`config.mk`:
```
export PLATFORM = sky130hd
export DESIGN_NAME = afs_status_logic
export DESIGN_NICKNAME = d
export VERILOG_FILES = /design/src/core/afs_pkg.sv /design/src/core/afs_status_logic.sv /design/src/core/afs_sticky_flag.sv /design/src/core/afs_thermal_guard.sv
export SDC_FILE = /design/constraint.sdc
export NUM_CORES = 1
export LEC_CHECK = 0
export ABC_AREA = 1
export BUFFER_PORTS_ARGS = -buffer_cell sky130_fd_sc_hd__buf_2
export CORE_ASPECT_RATIO = 1.4
export CORE_MARGIN = 5
export CORE_UTILIZATION = 50
export CTS_CLUSTER_SIZE = 20
export DETAILED_ROUTE_END_ITERATION = 12
export PLACE_DENSITY_LB_ADDON = 0.08
export SYNTH_ARGS = -nofsm -noshare
export SYNTH_HDL_FRONTEND = slang
export SYNTH_SLANG_ARGS = --single-unit
```
`constraint.sdc`:
```
create_clock -name core_clk -period 1.4 [get_ports core_clk]
set_input_delay 0 -clock core_clk [delete_from_list [all_inputs] [get_ports core_clk]]
set_output_delay 0 -clock core_clk [all_outputs]
set_load 0.1 [all_outputs]
```
`src/core/afs_pkg.sv`:
```
// Package with register map, field layout and reset values of the status logic.
package afs_pkg;

  // Register indices on the serial register port.
  localparam logic [3:0]  AFS_ADDR_TOP_STATUS = 4'h0;
  localparam logic [3:0]  AFS_ADDR_FAULT_MASK = 4'h6;

  // Field positions inside the top status register.
  localparam int          AFS_BIT_SUMMARY     = 0;
  localparam int          AFS_BIT_OVERTEMP    = 2;
  localparam int          AFS_BIT_SHUTDOWN    = 3;
  localparam int          AFS_BIT_CHECKSUM    = 4;
  localparam int          AFS_BIT_CHANNEL     = 5;
  localparam int          AFS_REV_LSB         = 8;

  // Field positions inside the fault mask register.
  localparam int          AFS_MASK_CH_LSB     = 0;
  localparam int          AFS_MASK_SD_BIT     = 8;
  localparam int          AFS_MASK_OT_BIT     = 9;

  // Widths and reset values.
  localparam int          AFS_DATA_W          = 16;
  localparam int          AFS_REV_W           = 8;
  localparam logic [15:0] AFS_MASK_RESET      = 16'h0000;
  localparam logic [15:0] AFS_WORD_ZERO       = 16'h0000;

  // Revision code; the value is arbitrary.
  localparam logic [7:0]  AFS_REV_DEFAULT     = 8'h01;

  // Indices of the sticky fault flags.
  localparam int          AFS_NUM_FLAGS       = 4;
  localparam int          AFS_FLG_OT          = 0;
  localparam int          AFS_FLG_SD          = 1;
  localparam int          AFS_FLG_CRC         = 2;
  localparam int          AFS_FLG_CH          = 3;

endpackage

```
`src/core/afs_status_logic.sv`:
```
// Top status, fault latching, masking and error pin of the front end.
`timescale 1ns/1ns
module afs_status_logic
  import afs_pkg::*;
#(
  parameter int         CH_FAULTS = 8,              // Channel conditions.
  parameter logic [7:0] REV_CODE  = AFS_REV_DEFAULT // Arbitrary revision.
)
(
  // Clock and reset.
  input  wire logic                  core_clk,
  input  wire logic                  reset_n,
  // Register read port from the serial interface.
  input  wire logic                  rd_strobe,
  input  wire logic [3:0]            rd_addr,
  output logic [AFS_DATA_W-1:0]      rd_data,
  output logic                       rd_valid,
  // Register write port from the serial interface.
  input  wire logic                  wr_strobe,
  input  wire logic [3:0]            wr_addr,
  input  wire logic [AFS_DATA_W-1:0] wr_data,
  input  wire logic                  wr_crc_bad,
  // Live fault conditions from the analog side.
  input  wire logic [CH_FAULTS-1:0]  chan_fault,
  input  wire logic                  thermal_sd,
  input  wire logic                  overtemp,
  // Open-drain error pin, low output enable while driving.
  output logic                       err_pin_out,
  output logic                       err_pin_oe_n,
  // Forced power-down controls.
  output logic                       force_vmode,
  output logic                       isrc_off,
  output logic                       fldpwr_off,
  output logic                       pga_part_off
);

  // Refuse channel widths that do not fit below the temperature mask bits.
  if (CH_FAULTS < 1 || CH_FAULTS > AFS_MASK_SD_BIT)
  begin : g_bad_width
    $error("CH_FAULTS must lie between 1 and 8");
  end

  // Address decode shared by the read and write paths.
  function automatic logic is_addr(input logic [3:0] a,
                                   input logic [3:0] ref_a);
    is_addr = (a == ref_a);
  endfunction

  logic [AFS_DATA_W-1:0]    mask_reg;      // Fault mask register.
  logic [AFS_DATA_W-1:0]    mask_next;     // Next mask value.
  logic                     summary_reg;   // Registered summary bit.
  logic                     summary_next;  // Next summary bit.
  logic [AFS_DATA_W-1:0]    rd_data_reg;   // Captured read word.
  logic [AFS_DATA_W-1:0]    rd_data_next;  // Next read word.
  logic                     rd_valid_reg;  // Read answer strobe.
  logic                     rd_valid_next; // Next read answer strobe.
  logic                     rd_status;     // Read of the status register.
  logic [AFS_NUM_FLAGS-1:0] flag_set;      // Set terms of the flags.
  logic [AFS_NUM_FLAGS-1:0] flags;         // Latched flags.
  logic [CH_FAULTS-1:0]     ch_mask;       // Channel mask slice.
  logic [AFS_DATA_W-1:0]    status_word;   // Assembled status word.

  assign rd_status = rd_strobe & is_addr(rd_addr, AFS_ADDR_TOP_STATUS);
  assign ch_mask   = mask_reg[AFS_MASK_CH_LSB +: CH_FAULTS];

  // Set terms: flags latch the raw conditions, regardless of the mask.
  always_comb
  begin
    flag_set             = '0;
    flag_set[AFS_FLG_OT]  = overtemp;
    flag_set[AFS_FLG_SD]  = thermal_sd;
    flag_set[AFS_FLG_CRC] = wr_strobe & wr_crc_bad;
    flag_set[AFS_FLG_CH]  = |chan_fault;
  end

  // One sticky latch per fault flag, cleared by a status read.
  for (genvar i = 0; i < AFS_NUM_FLAGS; i++)
  begin : g_flag
    afs_sticky_flag u_flag
    (
      .core_clk (core_clk),
      .reset_n  (reset_n),
      .set_in   (flag_set[i]),
      .clear_in (rd_status),
      .flag_out (flags[i])
    );
  end

  // Mask register writes; a write that fails its checksum is dropped.
  always_comb
  begin
    mask_next = mask_reg;
    if (wr_strobe && !wr_crc_bad &&
        is_addr(wr_addr, AFS_ADDR_FAULT_MASK))
    begin
      mask_next = wr_data;
    end
  end

  // Live summary: OR of unmasked conditions, independent of reads.
  always_comb
  begin
    summary_next = (|(chan_fault & ~ch_mask)) |
                   (thermal_sd & ~mask_reg[AFS_MASK_SD_BIT]) |
                   (overtemp   & ~mask_reg[AFS_MASK_OT_BIT]);
  end

  // Status word layout with revision byte and zero reserved bits.
  always_comb
  begin
    status_word                   = AFS_WORD_ZERO;
    status_word[AFS_REV_LSB +: AFS_REV_W] = REV_CODE;
    status_word[AFS_BIT_CHANNEL]  = flags[AFS_FLG_CH];
    status_word[AFS_BIT_CHECKSUM] = flags[AFS_FLG_CRC];
    status_word[AFS_BIT_SHUTDOWN] = flags[AFS_FLG_SD];
    status_word[AFS_BIT_OVERTEMP] = flags[AFS_FLG_OT];
    status_word[AFS_BIT_SUMMARY]  = summary_reg;
  end

  // Read mux; the port answers in every thermal state.
  always_comb
  begin
    rd_valid_next = rd_strobe;
    rd_data_next  = rd_data_reg;
    if (rd_strobe)
    begin
      if (rd_status)
      begin
        rd_data_next = status_word;
      end
      else if (is_addr(rd_addr, AFS_ADDR_FAULT_MASK))
      begin
        rd_data_next = mask_reg;
      end
      else
      begin
        rd_data_next = AFS_WORD_ZERO;  // Unmapped reads return zero.
      end
    end
  end

  // Register all control and answer state.
  always_ff @(posedge core_clk or negedge reset_n)
  begin
    if (!reset_n)
    begin
      mask_reg     <= AFS_MASK_RESET;
      summary_reg  <= 1'b0;
      rd_data_reg  <= AFS_WORD_ZERO;
      rd_valid_reg <= 1'b0;
    end
    else
    begin
      mask_reg     <= mask_next;
      summary_reg  <= summary_next;
      rd_data_reg  <= rd_data_next;
      rd_valid_reg <= rd_valid_next;
    end
  end

  assign rd_data  = rd_data_reg;
  assign rd_valid = rd_valid_reg;

  // Open drain: the level is always low, the enable follows the summary.
  assign err_pin_out  = 1'b0;
  assign err_pin_oe_n = ~summary_reg;

  // Power-down forcing during thermal shutdown.
  afs_thermal_guard u_guard
  (
    .core_clk     (core_clk),
    .reset_n      (reset_n),
    .shutdown_in  (thermal_sd),
    .force_vmode  (force_vmode),
    .isrc_off     (isrc_off),
    .fldpwr_off   (fldpwr_off),
    .pga_part_off (pga_part_off)
  );
endmodule // afs_status_logic

```
`src/core/afs_sticky_flag.sv`:
```
// Single sticky fault flag where a new event beats a clearing read.
`timescale 1ns/1ns
module afs_sticky_flag
(
  // Clock and reset.
  input  wire logic core_clk,
  input  wire logic reset_n,
  // Event and clear.
  input  wire logic set_in,
  input  wire logic clear_in,
  // Latched flag.
  output logic      flag_out
);

  logic flag_reg;   // Held flag.
  logic flag_next;  // Next flag value.

  // The set term is ORed last, so an event in the clearing cycle survives.
  always_comb
  begin
    flag_next = set_in | (flag_reg & ~clear_in);
  end

  // Register the flag.
  always_ff @(posedge core_clk or negedge reset_n)
  begin
    if (!reset_n)
    begin
      flag_reg <= 1'b0;
    end
    else
    begin
      flag_reg <= flag_next;
    end
  end

  assign flag_out = flag_reg;

endmodule // afs_sticky_flag

```
`src/core/afs_thermal_guard.sv`:
```
// Forced power-down controls applied while the die is in thermal shutdown.
`timescale 1ns/1ns
module afs_thermal_guard
(
  // Clock and reset.
  input  wire logic core_clk,
  input  wire logic reset_n,
  // Live shutdown condition.
  input  wire logic shutdown_in,
  // Forced controls to the analog blocks.
  output logic      force_vmode,
  output logic      isrc_off,
  output logic      fldpwr_off,
  output logic      pga_part_off
);

  logic [3:0] force_reg;   // Registered forcing controls.
  logic [3:0] force_next;  // Next forcing controls.

  // All four power-saving actions follow the shutdown level together.
  always_comb
  begin
    force_next = {4{shutdown_in}};
  end

  // Register the controls so the outputs are glitch free.
  always_ff @(posedge core_clk or negedge reset_n)
  begin
    if (!reset_n)
    begin
      force_reg <= 4'h0;
    end
    else
    begin
      force_reg <= force_next;
    end
  end

  assign force_vmode  = force_reg[0];
  assign isrc_off     = force_reg[1];
  assign fldpwr_off   = force_reg[2];
  assign pga_part_off = force_reg[3];

endmodule // afs_thermal_guard

```
==> flow_summary.toml, run 1 <==
[outcome]
status = "finished clean"

[synthesis]
syn_inst = 214
synth_cell_types = 19
ys_ff_latch = 39
synthSimpleGateAreaFrac = 0.317
yosysSeqAreaShare = 0.554
synth_warnings = 0
synth_top_family_by_area = "simple AND/OR/NAND/NOR gates"
synth_nets = 253
synthXorXnorAreaFrac = 0
yosysTopAreaCellShare = 0.554
netlist_top_cells_area = "dfrtp_1 (55%), nand2_1 (16%), nand3_1 (7.7%), nor2_1 (5.3%), inv_1 (3.6%)"
synth_area_per_cell_sq_um = 8.23
synth_compound_area_frac = 0.0490
synth_fa_ha_area_frac = 0
synth_area_sq_um = 1760
synth_top_cell_by_area = "dfrtp_1"
synthMuxAreaShare = 0

[job]
drv_cap = 0

[final_layout]
design_area_sq_um = 2420
antennaDiodeCount = 0
nNetsFinal = 338
layout-drive-gt1-share = 0.260
mostFrequentLayoutCells = "nand2_1 (73), buf_2 (59), dfrtp_1 (39)"
fill_cells = 293
instances_no_fill = 340
area_delta_synth_final_pct = 37.5
layout_commonest_cell = "nand2_1"

[drt]
met3_length_um = 289
dr.pass1.iters = 4
initialDrtViolationCount = 55
postRouteWirelength_um = 4250
top_layer = "met4"
routed_via_density = 4.83
vias = 1642
drc_errors = 0
met2_length_um = 2090
wl_met1_um = 1750
antenna_left = 0
wl_per_cell_um = 12.5

[critical_path]
slowest_stage = "dlygate4sd3_1"
slowest_delay_ns = 0.52
startpoint_type = "input pin"
arrival_ns = 1.40
crit_path_end_kind = "register"
cp_max_fo = 18
critPathBufInv = 4
required_ns = 1.59
critPathTopFamily = "buffers and inverters"
cp_cell_sequence = "dlygate4sd3_1 -> clkbuf_4 -> clkinvlp_4 -> buf_4 -> o31ai_1"
crit_type = "input pin to register"

[placed_design]
gp_congestion = 0.845
dpl.cell_count = 306
dp_slack_ns = 0.328
dp_hpwl_um = 3000
io_buffers = 60
placed_cell_area_sq_um = 2060

[die]
dieArea_sq_um = 4820
die_h_um = 80.2
ioPinCount = 62
die_x_um = 60.2
fp-row-count = 25
core_sq_um = 3380
initial_utilization = 0.521

[pwr]
power_mw = 2.69
p_per_area_nw_per_um2 = 1110
p_leak_nw = 1.34
ir_drop_uv = 785

[cts]
clk_pin_slew_worst_paths_ns = 0.07
cts_tree = "yes"
cts_max_level = 2
clk_path_buf_depth = 2
root_buffer = "clkbuf_8"
cts_buffers = 5
clock_latency_ns = 0.28
clock_sinks = 39

[sta]
rsz0062_at_grt = "false"
fmax_mhz = 828
period_minus_slack_ns = 1.21
slew_violations = 0
setup_slack_ns = 0.193
report.final.setup_viol = 0
finalCritPeriodShare = 0.862
setup_tns_ns = 0
finalHoldViolations = 0
skew_ns = 0.00286

[grt]
first_global_vias = 1592
grt_pass1_wl_um = 7110
antenna_found_initial = 0
overflow = 0
grt_max_degree = 40
grt_usage = 0.196

[min_path]
worstHoldPathType = "input pin to register"
-- worst reg2reg max path: stages, from the launching register on --
cell,delay [ns]
dfrtp_1,0.39
inv_1,0.05
nand2_1,0.05
nand3_1,0.07
nor2_1,0.10
nand3_1,0.09
-- cell type report --
type,count,area (sq um),area share
clock buffer,8,100,0.0414
inverter,17,67.6,0.0279
multi-input combinational,147,648,0.268
sequential,39,976,0.403
tap,40,50.0,0.0207
timing repair buffer,89,578,0.239
-- final timing paths --
| kind | start | depth (start not counted) | endpoint | slack (ns) |
|---|---|---|---|---|
| worst min register to register | mask_reg[0] | 2 | mask_reg[0] | 0.47 |
| worst min-delay path | chan_fault[0] | 5 | g_flag[3].u_flag.flag_out | 0.01 |
| min in group asynchronous | reset_n | 3 | rd_data[15] | 0.31 |
| worst max register to register | mask_reg[2] | 5 | summary_reg | 0.52 |
| max in group asynchronous | reset_n | 3 | rd_data[3] | 0.76 |
| worst max-delay path | rd_strobe | 5 | rd_data[9] | 0.19 |
-- kinds of logic after synthesis --
group	Yosys count
AND/OR/NAND/NOR	131
buffers and inverters	28
flip-flops	39
other	1
AO/OA/AOI/OAI	15
-- what timing repair did --
item                       in CTS  in global routing
hold buffers                   23                  0
setup buffers                   0                  3
resized for setup               0                  2
hold endpoints to repair       61                  0
setup endpoints to repair       0                  3
-- layer usage --
metal / global-route usage / up-vias
li1: - / 839
met1: 0.244 / 734
met2: 0.326 / 59
met3: 0.0370 / 10
met4: 0.0820 / 0
met5: 0 / -
-- report_power, final --
| group | internal (mW) | total [mW] | switching [mW] |
|---|---|---|---|
| logic | 0.183 | 0.579 | 0.396 |
| clock network | 0.449 | 0.805 | 0.356 |
| registers | 1.24 | 1.31 | 0.0708 |
| total | 1.87 | 2.69 | 0.823 |
-- per-stage QoR --
stage	hold WS, ns	utilization
after global routing	0.0247	0.716
after floorplan	-0.296	-
final	0.0130	0.716
after global placement	0.0766	0.610
after CTS	0.00489	0.708
after detailed placement	0.0844	0.610
-- synth_stat cells --
library cell / n
a21o_1: 2
a21oi_1: 2
buf_2: 4
buf_4: 5
buf_6: 1
clkbuf_1: 1
conb_1: 1
dfrtp_1: 39
inv_1: 17
nand2_1: 73
nand2_4: 1
nand3_1: 27
nand4_1: 2
nor2_1: 25
nor2_2: 2
nor3b_4: 1
o21ai_0: 8
o22ai_1: 1
o31ai_1: 2
No activity file was read; power rests on OpenSTA's default activity.
==> run 2, diff against run 1 <==
--- a/config.mk
+++ b/config.mk
@@ -6,13 +6,15 @@
 export NUM_CORES = 1
 export LEC_CHECK = 0
 export ABC_AREA = 1
-export BUFFER_PORTS_ARGS = -buffer_cell sky130_fd_sc_hd__buf_2
 export CORE_ASPECT_RATIO = 1.4
 export CORE_MARGIN = 5
 export CORE_UTILIZATION = 50
 export CTS_CLUSTER_SIZE = 20
 export DETAILED_ROUTE_END_ITERATION = 12
+export DONT_BUFFER_PORTS = 1
 export PLACE_DENSITY_LB_ADDON = 0.08
+export SETUP_SLACK_MARGIN = 0.1
+export SKIP_LAST_GASP = 1
 export SYNTH_ARGS = -nofsm -noshare
 export SYNTH_HDL_FRONTEND = slang
 export SYNTH_SLANG_ARGS = --single-unit
==> run 2 against run 1 <==
Against the previous run:
- cell count fell by 6.5%
- clock power rose by 2%
- combinational power barely moved
- critical endpoint is now g_flag[3].u_flag.flag_out
- highest routed layer unchanged
==> flow_summary.toml, run 2 (synthesized netlist as in run 1, its figures left out) <==
[final_layout]
multi_input_area_sq_um = 656
mostFrequentLayoutCells = "nand2_1 (72), dlygate4sd3_1 (44), dfrtp_1 (38)"
nNetsFinal = 316
antennaDiodeCount = 0
layout_commonest_cell = "nand2_1"
layout-drive-gt1-share = 0.137
seq_area_sq_um = 980
area_delta_synth_final_pct = 41.8
fill_cells = 262

[sta]
max_slew.worst_pin.slew_ns = 0.572
relSlewSlack = 0.617
finalCritPeriodShare = 0.957
finalHoldViolations = 0
period_minus_slack_ns = 1.34
report.final.setup_viol = 0
fmax_mhz = 747
slew_violations = 0
skew_ns = 0.00673
rsz0062_at_grt = "true"
setup_tns_ns = 0

[cts]
clock_sinks = 39
clk_pin_slew_worst_paths_ns = 0.07
cts_max_level = 2
cts_tree = "yes"
clock_latency_ns = 0.28
root_buffer = "clkbuf_8"
post-cts-setup-buffer-count = 0
cts_buffers = 5
clk_path_buf_depth = 2

[critical_path]
critPathBufInv = 2
crit_path_end_kind = "register"
critPathTopFamily = "buffers and inverters"
cp_max_fo = 2
required_ns = 1.57
arrival_ns = 1.51
startpoint_type = "input pin"
crit_type = "input pin to register"
slowest_delay_ns = 0.57
cp_cell_sequence = "dlygate4sd3_1 -> nor2_1 -> nand2_1 -> dlygate4sd3_1 -> nor2_2 -> nand2_1"
slowest_stage = "dlygate4sd3_1"

[drt]
vias = 1662
postRouteWirelength_um = 4550
initialDrtViolationCount = 112
drc_errors = 0
dr.pass1.iters = 4
routed_via_density = 5.23
antenna_left = 0
wl_per_cell_um = 14.3

[die]
fp-row-count = 25
dieArea_sq_um = 4820
core_sq_um = 3380
die_x_um = 60.2
die_h_um = 80.2
initial_utilization = 0.521
ioPinCount = 62

[pwr]
power_mw = 2.71
ir_drop_uv = 838
p_leak_nw = 1.25
p_per_area_nw_per_um2 = 1080

[grt]
overflow = 0
antenna_found_initial = 0
grt_usage = 0.212
first_global_vias = 1699
grt_max_degree = 40
grt_pass1_wl_um = 7650

[placed_design]
dp_hpwl_um = 2890
io_buffers = 0
gp_congestion = 0.911

[job]
drv_cap = 0

[outcome]
status = "finished clean"

[min_path]
worstHoldPathType = "input pin to register"
-- run 2: cell types whose count changed in the layout (fill, tap and decap cells not counted), sizes merged --
cell          delta
buf             -43
clkbuf           -2
dlygate4sd3     +21
dlymetal6s4s     +1
inv              +1
-- run 2: tightest hold or removal path, cell delays in order --
cell	delay, ns
nand2_1	0.04
inv_1	0.08
nand3_1	0.08
a21oi_1	0.06
-- run 2: cell type report --
cell class              count  area share
flip-flops and latches     39       0.392
multi-input cells         147       0.263
repair buffers             67       0.258
clock buffers               7      0.0386
inverters                  17      0.0256
well taps                  40      0.0201
clock inverters             1     0.00301
-- run 2: path summary, 6_finish.rpt --
| kind | from | end | slack, ns | depth (start not counted) |
|---|---|---|---|---|
| setup / recovery | chan_fault[0] | g_flag[3].u_flag.flag_out | 0.06 | 6 |
| hold / removal | rd_addr[2] | rd_data[8] | 0.03 | 4 |
| setup reg to reg | mask_reg[2] | summary_reg | 0.51 | 5 |
| hold reg to reg | g_flag[2].u_flag.flag_out | g_flag[2].u_flag.flag_out | 0.48 | 2 |
| max in group asynchronous | reset_n | u_guard.force_reg[0] | 1.00 | 2 |
| min in group asynchronous | reset_n | rd_data[12] | 0.17 | 2 |
-- run 2: what timing repair did --
action                                  CTS  global route
endpoints found under the setup margin    0             4
resized for setup                         0             4
hold endpoints to repair                 76             0
hold buffers                             46             0
-- run 2: per-layer routing --
layer | part of all wire | global-route usage
met2 | 0.51 | 0.363
met3 | 0.090 | 0.0466
met5 | 0 | 0
met1 | 0.39 | 0.251
met4 | 0.017 | 0.0843
-- run 2: power breakdown --
group | total (mW) | switching [mW] | internal (mW)
Sequential | 1.31 | 0.0731 | 1.24
Clock | 0.821 | 0.373 | 0.448
Combinational | 0.577 | 0.393 | 0.184
Total | 2.71 | 0.839 | 1.87
-- run 2: through the flow --
stage | hold WS, ns | setup WS [ns] | utilization | area (sq um) | cells
detailed placement | -0.295 | 0.508 | 0.566 | 1910 | 264
global placement | -0.295 | 0.542 | 0.566 | 1910 | 264
finish | 0.0313 | 0.0609 | 0.739 | 2500 | 318
floorplan | -0.296 | 0.216 | - | 1760 | 214
CTS | 0.00766 | 0.135 | 0.736 | 2490 | 318
global route | 0.0460 | 0.0283 | 0.739 | 2500 | 318
